==> config.mk <==
export PLATFORM = sky130hd
export DESIGN_NAME = gp_port_ctrl
export DESIGN_NICKNAME = d
export VERILOG_FILES = /design/src/pkg/gp_pkg.sv /design/src/gp_port_ctrl.sv
export VERILOG_INCLUDE_DIRS = /design/src /design/src/pkg
export SDC_FILE = /design/constraint.sdc
export NUM_CORES = 1
export LEC_CHECK = 0
export ABC_AREA = 0
export CAP_MARGIN = 10
export CORE_ASPECT_RATIO = 1.2
export CORE_UTILIZATION = 34
export CTS_CLUSTER_SIZE = 40
export DETAILED_ROUTE_END_ITERATION = 6
export DONT_BUFFER_PORTS = 1
export PLACE_DENSITY_LB_ADDON = 0.12
export SLEW_MARGIN = 20
export SYNTH_ARGS = -nofsm -noshare
export SYNTH_HDL_FRONTEND = slang
export SYNTH_SLANG_ARGS = --single-unit
==> constraint.sdc <==
create_clock -name mclk -period 4.7 [get_ports mclk]
set_clock_uncertainty 0.2 [all_clocks]
set_input_delay 1.175 -clock mclk [delete_from_list [all_inputs] [get_ports mclk]]
set_output_delay 1.175 -clock mclk [all_outputs]
set_load 0.1 [all_outputs]
==> src/pkg/gp_regs.svh <==
`ifndef GP_REGS_SVH
`define GP_REGS_SVH

// Register map, byte addresses on the APB side
`define GP_NPORT 2
`define GP_PORT_STRIDE 12'h010
`define GP_OFF_VALUE 12'h000
`define GP_OFF_IRQEN 12'h004
`define GP_OFF_DM_LOW 12'h008
`define GP_OFF_DM_HIGH 12'h00c
`define GP_OFF_IO_CONFIG_ONE 12'h0dc
`define GP_OFF_OUT_SEL 12'h0e0
`define GP_OFF_GIRQ 12'h0e4

// Reset values
`define GP_RST_VALUE 8'h00
`define GP_RST_IRQEN 8'h00
`define GP_RST_DM_LOW 8'h00
`define GP_RST_DM_HIGH 8'hff
`define GP_RST_IO_CONFIG_ONE 8'h00
`define GP_RST_OUT_SEL 4'h0
`define GP_RST_GIRQ 1'b0

// io_config_one fields
`define GP_CFG_STRONG 7
`define GP_CFG_RANGE_HI 5
`define GP_CFG_RANGE_LO 4
`define GP_CFG_LOW_THR 3
`define GP_CFG_SPI_MAP 2
`define GP_CFG_REG_EN 1
`define GP_CFG_IRQ_MODE 0
`define GP_CFG_RW_MASK 8'hbf

// Port layout and serial pin map
`define GP_SER_PORT 1
`define GP_PIN_MASK_FULL 8'hff
`define GP_PIN_MASK_SER 8'h0f
`define GP_SPI_PIN_ALT 8'h01
`define GP_SPI_PIN_DEF 8'h08
`define GP_I2C_PINS 8'h06
`define GP_OUT_SEL_W 4

`endif

==> src/pkg/gp_pkg.sv <==
package gp_pkg;

    typedef enum logic [1:0] {
        GP_DM_PULLUP,
        GP_DM_STRONG,
        GP_DM_ANALOG,
        GP_DM_OPEN_DRAIN
    } gp_drive_mode_t;

    typedef enum logic [1:0] {
        GP_LVL_3V0,
        GP_LVL_1V8,
        GP_LVL_2V5
    } gp_reg_level_t;

    // Per-port pad control, one bit per pin
    typedef struct packed {
        logic [7:0] drvOut;
        logic [7:0] oeN;
        logic [7:0] pullUpEn;
        logic [7:0] inEn;
    } gp_pad_t;

    // Port 1 supply and buffer settings
    typedef struct packed {
        logic regEn;
        gp_reg_level_t level;
        logic lowThreshold;
        logic strongHigh;
    } gp_p1cfg_t;

endpackage : gp_pkg

==> src/gp_port_ctrl.sv <==
`timescale 1ns/1ps
`default_nettype none
`include "gp_regs.svh"

// How it works
// [RL1] Enabling SPI or I2C bypasses that function's pins automatically.
// [RL2] A set port1_output_select bit routes the internal signal to its pin.
// [RL3] Bypass leaves drive mode alone; software sets it in both registers.
// [RL4] Software writes zero to reserved bits.
// [RL5] Registers read back stored values; port_pin_value reads the pins.
// [RL6] A port_pin_value bit drives its pin high or low unless bypassed.
// [RL7] port_irq_enable bits gate pin interrupts; four-pin port uses low four.
// [RL8] Pin drive mode joins same-numbered high and low drive-mode bits.
// [RL9] Modes: 00 pull-up, 01 strong, 10 analog high-Z, 11 open drain.
// [RL10] Analog mode disables the digital input; pin reads zero, no interrupt.
// [RL11] Reset loads high drive-mode registers with ones, low with zeros.
// [RL12] Range field picks port 1 level: 00/01 3.0 V, 10 1.8 V, 11 2.5 V.
// [RL13] Regulator enable bit turns the port 1 output regulator on.
// [RL14] Low-threshold bit selects reduced port 1 input thresholds.
// [RL15] Clock map bit one puts SPI clock on pin 0, else pin 3.
// [RL16] One interrupt mode for all pins; global mask gates the request.
// [RL17] Strong drive bit selects increased high drive strength.
// [RL18] Mode zero: enabled pin interrupts while its level is low.
// [RL19] Mode one: enabled pin interrupts while level differs from last read.
// [RL20] Pin holds the line until enable, level, read latch or mode changes.
// [RL21] All pin interrupts merge into one active-low request.
// [RL22] Pin mux picks bypass data when selected, else port_pin_value.
module gp_port_ctrl (
    input wire logic mclk,
    input wire logic reset,
    input wire logic [11:0] paddr,
    input wire logic psel,
    input wire logic penable,
    input wire logic pwrite,
    input wire logic [31:0] pwdata,
    input wire logic [3:0] pstrb,
    output logic [31:0] prdata,
    output logic pready,
    output logic pslverr,
    input wire logic [7:0] padIn [`GP_NPORT],
    output gp_pkg::gp_pad_t padCtl [`GP_NPORT],
    input wire logic [7:0] altData [`GP_NPORT],
    input wire logic spiEnable,
    input wire logic spiClk,
    input wire logic i2cEnable,
    input wire logic i2cSclOut,
    input wire logic i2cSdaOut,
    output gp_pkg::gp_p1cfg_t port1Cfg,
    output logic gpioIrqLineN,
    output logic gpioIrqReqN
);

    logic [7:0] cfgFf;
    logic [`GP_OUT_SEL_W-1:0] outSelFf;
    logic girqFf;
    logic [31:0] prdataFf;
    gp_pkg::gp_p1cfg_t p1CfgFf;
    logic irqLineNFf;
    logic irqReqNFf;

    logic [7:0] portRd [`GP_NPORT];
    logic [`GP_NPORT-1:0] portHit;
    logic [`GP_NPORT-1:0] portIrq;
    logic [7:0] rdMux;
    logic anyHit;

    function automatic logic isPortReg(
        input logic [11:0] addr,
        input int port,
        input logic [11:0] off
    );
        logic [11:0] base;
        base = 12'(port) * `GP_PORT_STRIDE;
        return addr == (base + off);
    endfunction : isPortReg

    wire setupPh = psel & ~penable;
    wire accessPh = psel & penable;
    wire wrTake = accessPh & pwrite & pstrb[0] & anyHit;
    wire rdTake = accessPh & ~pwrite & anyHit;

    wire hitCfg = paddr == `GP_OFF_IO_CONFIG_ONE;
    wire hitOutSel = paddr == `GP_OFF_OUT_SEL;
    wire hitGirq = paddr == `GP_OFF_GIRQ;
    wire hitGlobal = hitCfg | hitOutSel | hitGirq;

    wire irqMode = cfgFf[`GP_CFG_IRQ_MODE]; // RL16
    wire spiMap = cfgFf[`GP_CFG_SPI_MAP];

    // Hard-wired serial bypass, only on the serial port
    wire [7:0] spiPin = spiMap ? `GP_SPI_PIN_ALT : `GP_SPI_PIN_DEF; // RL15
    wire [7:0] spiByp = spiEnable ? spiPin : 8'h00; // RL1
    wire [7:0] i2cByp = i2cEnable ? `GP_I2C_PINS : 8'h00; // RL1
    wire [7:0] hwByp = spiByp | i2cByp;
    wire [7:0] spiVal = spiClk ? spiByp : 8'h00;
    wire [7:0] i2cVal = {5'h00, i2cSdaOut, i2cSclOut, 1'b0} & i2cByp;
    wire [7:0] hwAlt = spiVal | i2cVal;
    wire [7:0] userByp = {{(8-`GP_OUT_SEL_W){1'b0}}, outSelFf}; // RL2

    wire [7:0] cfgWr = pwdata[7:0] & `GP_CFG_RW_MASK;

    // Range 00 and 01 both mean 3.0 V
    wire [1:0] rangeSel = {cfgFf[`GP_CFG_RANGE_HI], cfgFf[`GP_CFG_RANGE_LO]};
    gp_pkg::gp_reg_level_t levelW;
    assign levelW = (rangeSel == 2'h2) ? gp_pkg::GP_LVL_1V8 :
                    (rangeSel == 2'h3) ? gp_pkg::GP_LVL_2V5 :
                    gp_pkg::GP_LVL_3V0; // RL12

    gp_pkg::gp_p1cfg_t nxt_p1Cfg;
    assign nxt_p1Cfg.regEn = cfgFf[`GP_CFG_REG_EN]; // RL13
    assign nxt_p1Cfg.level = levelW;
    assign nxt_p1Cfg.lowThreshold = cfgFf[`GP_CFG_LOW_THR]; // RL14
    assign nxt_p1Cfg.strongHigh = cfgFf[`GP_CFG_STRONG]; // RL17

    for (genvar p = 0; p < `GP_NPORT; p++) begin : gPort
        localparam logic [7:0] PIN_MASK = (p == `GP_SER_PORT) ?
            `GP_PIN_MASK_SER : `GP_PIN_MASK_FULL;
        localparam logic SER = (p == `GP_SER_PORT);

        logic [7:0] valueFf;
        logic [7:0] ieFf;
        logic [7:0] dmLoFf;
        logic [7:0] dmHiFf;
        logic [7:0] latchFf;
        logic [7:0] syncAFf;
        logic [7:0] syncBFf;
        gp_pkg::gp_pad_t padFf;
        gp_pkg::gp_pad_t nxt_pad;

        wire hitV = isPortReg(paddr, p, `GP_OFF_VALUE);
        wire hitIe = isPortReg(paddr, p, `GP_OFF_IRQEN);
        wire hitLo = isPortReg(paddr, p, `GP_OFF_DM_LOW);
        wire hitHi = isPortReg(paddr, p, `GP_OFF_DM_HIGH);

        // Bypass selection touches data only, never the drive mode
        wire [7:0] bypSel = SER ? (hwByp | userByp) : 8'h00; // RL3
        wire [7:0] altVal = SER ? ((altData[p] & ~hwByp) | hwAlt) :
                            altData[p];
        wire [7:0] pinData = (bypSel & altVal) |
                             (~bypSel & valueFf); // RL22 RL6

        // Analog mode kills the input buffer
        wire [7:0] inEnW = ~(dmHiFf & ~dmLoFf); // RL10
        wire [7:0] pinLvl = syncBFf & inEnW; // RL10

        // Mode one compares with the level latched at the last read
        wire [7:0] irqCond = irqMode ? (pinLvl ^ latchFf) :
                             ~pinLvl; // RL18 RL19
        wire [7:0] pinIrq = ieFf & PIN_MASK & inEnW & irqCond; // RL7 RL20

        assign portIrq[p] = |pinIrq; // RL21
        assign portHit[p] = hitV | hitIe | hitLo | hitHi;
        assign portRd[p] = hitV ? pinLvl : // RL5
                           hitIe ? ieFf :
                           hitLo ? dmLoFf :
                           hitHi ? dmHiFf : 8'h00;

        for (genvar i = 0; i < 8; i++) begin : gPin
            gp_pkg::gp_drive_mode_t mode;
            assign mode = gp_pkg::gp_drive_mode_t'(
                {dmHiFf[i], dmLoFf[i]}); // RL8

            always_comb begin
                nxt_pad.inEn[i] = inEnW[i];
                nxt_pad.pullUpEn[i] = 1'b0;
                nxt_pad.drvOut[i] = 1'b0;
                nxt_pad.oeN[i] = 1'b1;
                case (mode) // RL9
                    gp_pkg::GP_DM_PULLUP: begin
                        nxt_pad.pullUpEn[i] = pinData[i];
                        nxt_pad.oeN[i] = pinData[i];
                    end
                    gp_pkg::GP_DM_STRONG: begin
                        nxt_pad.drvOut[i] = pinData[i];
                        nxt_pad.oeN[i] = 1'b0;
                    end
                    gp_pkg::GP_DM_ANALOG: begin
                        nxt_pad.oeN[i] = 1'b1;
                    end
                    gp_pkg::GP_DM_OPEN_DRAIN: begin
                        nxt_pad.oeN[i] = pinData[i];
                    end
                    default: begin
                        nxt_pad.oeN[i] = 1'b1;
                    end
                endcase
            end
        end

        // Pad levels come from another domain
        always_ff @(posedge mclk) begin
            if (reset) begin
                syncAFf <= 8'h00;
                syncBFf <= 8'h00;
            end else begin
                syncAFf <= padIn[p];
                syncBFf <= syncAFf;
            end
        end

        always_ff @(posedge mclk) begin
            if (reset) begin
                valueFf <= `GP_RST_VALUE;
                ieFf <= `GP_RST_IRQEN;
                dmLoFf <= `GP_RST_DM_LOW; // RL11
                dmHiFf <= `GP_RST_DM_HIGH; // RL11
            end else if (wrTake) begin
                if (hitV) begin
                    valueFf <= pwdata[7:0]; // RL6
                end
                if (hitIe) begin
                    ieFf <= pwdata[7:0]; // RL7
                end
                if (hitLo) begin
                    dmLoFf <= pwdata[7:0];
                end
                if (hitHi) begin
                    dmHiFf <= pwdata[7:0];
                end
            end
        end

        // A read re-arms change detection at the value just returned
        always_ff @(posedge mclk) begin
            if (reset) begin
                latchFf <= 8'h00;
            end else if (rdTake & hitV) begin
                latchFf <= prdataFf[7:0]; // RL19 RL20
            end
        end

        always_ff @(posedge mclk) begin
            if (reset) begin
                padFf <= '{drvOut: 8'h00, oeN: 8'hff,
                           pullUpEn: 8'h00, inEn: 8'h00};
            end else begin
                padFf <= nxt_pad;
            end
        end

        assign padCtl[p] = padFf;
    end

    always_comb begin
        rdMux = 8'h00;
        anyHit = hitGlobal;
        for (int p = 0; p < `GP_NPORT; p++) begin
            rdMux = rdMux | portRd[p];
            anyHit = anyHit | portHit[p];
        end
        if (hitCfg) begin
            rdMux = cfgFf;
        end else if (hitOutSel) begin
            rdMux = userByp;
        end else if (hitGirq) begin
            rdMux = {7'h00, girqFf};
        end
    end

    always_ff @(posedge mclk) begin
        if (reset) begin
            cfgFf <= `GP_RST_IO_CONFIG_ONE;
            outSelFf <= `GP_RST_OUT_SEL;
            girqFf <= `GP_RST_GIRQ;
        end else if (wrTake) begin
            if (hitCfg) begin
                cfgFf <= cfgWr;
            end
            if (hitOutSel) begin
                outSelFf <= pwdata[`GP_OUT_SEL_W-1:0]; // RL2
            end
            if (hitGirq) begin
                girqFf <= pwdata[0];
            end
        end
    end

    // Read data is captured in setup so the access phase needs no wait
    always_ff @(posedge mclk) begin
        if (reset) begin
            prdataFf <= 32'h0000_0000;
        end else if (setupPh) begin
            prdataFf <= {24'h00_0000, rdMux}; // RL5
        end
    end

    wire anyPinIrq = |portIrq; // RL21
    wire nxt_irqLineN = ~anyPinIrq;
    wire nxt_irqReqN = ~(anyPinIrq & girqFf); // RL16

    always_ff @(posedge mclk) begin
        if (reset) begin
            p1CfgFf <= '{regEn: 1'b0, level: gp_pkg::GP_LVL_3V0,
                         lowThreshold: 1'b0, strongHigh: 1'b0};
            irqLineNFf <= 1'b1;
            irqReqNFf <= 1'b1;
        end else begin
            p1CfgFf <= nxt_p1Cfg;
            irqLineNFf <= nxt_irqLineN;
            irqReqNFf <= nxt_irqReqN;
        end
    end

    assign prdata = prdataFf;
    assign pready = 1'b1;
    assign pslverr = accessPh & ~anyHit;
    assign port1Cfg = p1CfgFf;
    assign gpioIrqLineN = irqLineNFf;
    assign gpioIrqReqN = irqReqNFf;

endmodule : gp_port_ctrl

`default_nettype wire

== After elaboration in Yosys (flattened, before gate mapping) ==
Cells that the tools add are included.
Operators by class
  equality and inequality tests: 60
  mux-type cells: 35
  bitwise operators: 86
  reduce and logical (&&, ||, !) cells: 78
Operators with widths (count)
  $mux 8: 13
  $reduce_or 2->1: 49
  $and 8x8->8: 9
  $eq 2x2->1 const B: 34
  $eq 12x5->1 const B: 4
  $not 8->8: 6
  $pmux 1 s3: 16
  $not 1->1: 37
  $eq 12x8->1 const B: 3
  $eq 2x1->1 const B: 16
  $logic_not 2->1: 16
  $eq 12x4->1 const B: 2
  $reduce_and 2->1: 11
  $and 4x8->8: 2
  $not 4->8: 2
  $or 8x8->8: 2
  $reduce_or 16->1: 1
  $xor 8x8->8: 2
  $eq 12x3->1 const B: 1
  $logic_not 12->1: 1
  $mux 4: 3
  $and 1x1->1: 11
  $or 1x1->1: 10
  $or 4x3->4: 2
  other kinds (6): 6
Storage, ports and cells
  register bits after elaboration: 203
  input port bits: 90

== Depth between registers and ports, before layout ==
  depth after elaboration: 10
  mapped depth: 7

== Worst setup path after synthesis ==
No wires, ideal clock.
  kind: in2out
  from: input paddr[3]
  to: output pslverr
  arrival time: 3.388 ns
  path slack: -0.063 ns
  cell stages on the path: 4
  path buffers: 2
  cell sequence: clkbuf_1 -> clkbuf_1 -> o22ai_1 -> a21oi_1
On the way
  longest elaborated chain between the ends: 8
  elaborated cells between the ends (all ways): 23
RTL lines
  start, declared: line gp_port_ctrl.sv:31  | input wire logic [11:0] paddr,
  $eq 12x3->1 or $logic_not 12->1 (tied branches): line gp_port_ctrl.sv:74  | return addr == (base + off);
  $or 1x1->1 (3 in series): line gp_port_ctrl.sv:152  | assign portHit[p] = hitV | hitIe | hitLo | hitHi;
  $or 1x1->1: line gp_port_ctrl.sv:249  | anyHit = anyHit | portHit[p];
  $or 1x1->1 *: line gp_port_ctrl.sv:249
  $not 1->1 *: line gp_port_ctrl.sv:306  | assign pslverr = accessPh & ~anyHit;
  $and 1x1->1 *: line gp_port_ctrl.sv:306
  end, declared: line gp_port_ctrl.sv:39  | output logic pslverr,
Every way passes the cells marked *; elsewhere a longest branch is shown, timed or not.

== Worst setup path in the final report ==
  from: input paddr[9]
  to: output pslverr
Same word-level chain as after synthesis.

==> summary.md <==
| Metric | Value |
|---|---|
| Ys Warns | 0 |
| H-Tree Depth | 4 |
| Commonest non-fill, non-tap cell in the layout | dfxtp_1 |
| Placer Congestion | a little over 0.8 |
| Mapped Cells | approximately 890 |
| Post-Synth XOR/XNOR Area | 1.211% |
| WL final | around 23000 µm |
| Post-synthesis mux area share | a little over a tenth |
| EDFF count, synth | 0 |
| CTS clk-pin slew, worst paths | ~80 ps |
| Period utilization | 77.11% |
| Initial antenna violation count | 1 |
| Critical path capture point type | primary output |
| CTS Buf Count | 17 |
| Area grow syn2layout | 9.302% |
| DR WL/cell | 18.83 µm |
| Most frequent cells in the layout | dfxtp_1, nor2_1, mux2i_1 |
| Max-Cap Viols | 0 |
| Seq cells post-synth | 199 |
| ANT cells | 0 |
| Seq/Total Area, Yosys | 45.92% |
| Via Count | between 5000 and 6000 |
| Leakage | 4.013 nW |
| Slew Limit Fails | 0 |
| Number of global-route vias before repair | approximately 5700 |
| Synth Area in Adders | under 10% |
| Setup TNS | 0 ps |
| Rows | 63 |
| Hold Violations, Final | 0 |
| First-pass GRT wire length | 34610 µm |
| Post-route DRC | 0 |
| Measured slew at the worst slew-check pin | 1194 ps |
| Post-synth cell types | 54 |
| CTS Hold Bufs | 0 |
| Die width | 147.8 µm |
| Fraction of layout cells with a size suffix above 1 | around 7.5% |
| I/O pin total | about 200 |
| Status | finished clean |
| Largest fanout on the critical path | 5 |
| Synth Area in Compound Gates | under 10% |
| Die height | 177.0 µm |
| Iteration-0 DRC count of the detailed router | roughly 310 |
| Core Box Area | between 20000 and 25000 µm² |
| Largest family of logic cells by synthesized area | simple AND/OR/NAND/NOR gates |
| CP Data Arrival Time | 2250 ps |
| Die ar. | roughly 26000 µm² |
| Post-CTS Resized | 0 |
| Post-layout util | between 30% and 40% |
| Number of port buffers | 0 |
| Post-CTS Setup Bufs | 0 |
| Period minus WS final | between 3000 and 4000 ps |
| Final net count | just over 1000 |
| Power per cell area | ~350 nW/µm² |
| DR vias/cell | roughly 4.8 |
| Post-detail-place hpwl | approximately 16000 µm |
| Slew headroom | between 20% and 30% |
| Overall global routing resource usage | about 18% |
| Min-delay worst type | reg -> reg |
| CTS sink count | roughly 200 |
| CTS tree | built |
| RSZ-0062 raised after global routing | no |
| Top_reg_cell synth | dfxtp_1 |
| Initial Util | roughly a third |
| Max VDD drop | ~240 µV |
| Register area | roughly 4000 µm² |
| Clock Tree Buf Depth | 2 |
| Critical Path RT | between 3000 and 4000 ps |
| Multi-input logic area | approximately 4200 µm² |
| Maximum clock rate | 0.2759 GHz |
| Post-Syn Area | 8676 µm² |
| Largest net degree at the start of global routing | about 140 |
| Asr flop ratio synth | 0% |
| Crit Path Category | in -> out |
| Worst Setup Start Kind | input port |
| Drt pass-1 iters | 5 |
| Final ANT Viol Nets | 0 |
| Simple-gate area share of the yosys netlist | between 10% and 20% |
| Clock Latency Late Sink | 450 ps |
| Total congestion overflow | 0 |
| Clock Tree Root | clkbuf_16 |
| # fillers | approximately 2600 |
| Syn Area/Cell | 9.726 µm² |
| Setup violators final | 0 |
-- metal layers --
layer,part of all wire [%],up-vias,GRT usage (%)
li1,-,2927,-
met1,45,2764,22.84
met2,48,167,30.13
met3,4.6,30,3.582
met4,2.3,2,6.701
met5,0.057,-,0
-- state kept, by name, indices dropped and copies added (netlist names), 4 cells and up --
name           count
gPort.valueFf      8
outSelFf           4
port1Cfg           5
gPort.dmLoFf      16
padCtl            64
gPort.dmHiFf      16
gPort.latchFf     12
gPort.ieFf        16
cfgFf              7
gPort.pinData      8
prdata             8
gPort.syncAFf     16
gPort.syncBFf     16
-- logic make-up (layout without fill, tap and decap cells) --
logic type	count (synthesis)	after routing
AOI/OAI and AO/OA	115	115
buffers and inverters	124	100
other	2	25
adders and majority gates	64	64
DFF	199	199
and+or+nand+nor	282	282
muxes	94	94
xor gates and xnor gates	12	12
-- synthesized netlist by cell type (4+ instances only) --
cell	number	area share, %
ha_1	64	9.2
nand3b_1	4	0.35
nor2_1	108	4.7
inv_1	52	2.2
nand2b_1	7	0.50
dfxtp_1	199	46
buf_4	25	2.2
nor3_2	4	0.46
o22ai_1	4	0.29
buf_1	7	0.30
nand2_1	37	1.6
mux2_2	7	0.91
a21oi_1	27	1.6
a32oi_1	4	0.40
nor4_1	5	0.36
o211ai_1	12	1.0
xnor2_1	12	1.2
o21ai_0	29	1.7
a22oi_1	4	0.35
nor2b_1	54	3.9
and3_1	25	1.8
nor3_1	7	0.40
a221oi_1	5	0.50
a211oi_1	4	0.35
a2111oi_0	6	0.61
mux2i_1	87	10
nor3b_1	7	0.61
and2_1	9	0.65
clkbuf_1	35	1.5
-- final timing paths --
kind / start / endpoint / slack [ps] / cells after the start
max reg2reg: cfgFf[0]$_SDFFE_PP0P_ / gpioIrqLineN$_SDFF_PP1_ / 2440 / 5
min: gPort[0].syncAFf[2]$_SDFF_PP0_ / gPort[0].syncBFf[2]$_SDFF_PP0_ / 240 / 1
max: paddr[9] / pslverr / 1080 / 5
min reg2reg: gPort[0].syncAFf[2]$_SDFF_PP0_ / gPort[0].syncBFf[2]$_SDFF_PP0_ / 240 / 1
-- worst max-delay path, cell delays in order --
cell	delay, ps
nor4_1	280
buf_4	180
and2_1	250
a21oi_2	110
buf_4	250
-- final cells by class --
cell class / count / area share (%)
inverter: 53 / 2.098
timing repair buffer: 16 / 1.267
sequential: 199 / 42.01
clock buffer: 19 / 4.776
multi-input combinational: 592 / 44.41
clock inverter: 12 / 1.148
tap: 325 / 4.288
-- power by group --
group          switching, mW  internal [mW]  total (mW)
Sequential            0.0195           1.70        1.72
Combinational          0.128         0.0316       0.160
Clock                  0.700          0.724        1.42
Total                  0.848           2.45        3.30
-- through the flow --
stage	total power, mW	hold WS (ps)	setup WS, ps	instance area, µm²	std cells
detailed placement	1.918	223.3	979.3	8921	1185
finish	3.302	239.3	1076	9483	1216
global route	3.429	257.9	993.1	9483	1216
CTS	3.355	243.0	1073	9483	1216
floorplan	1.942	210.1	534.7	8766	915
global placement	1.918	222.7	997.8	8921	1185
Power figures use the tool's default switching activity.
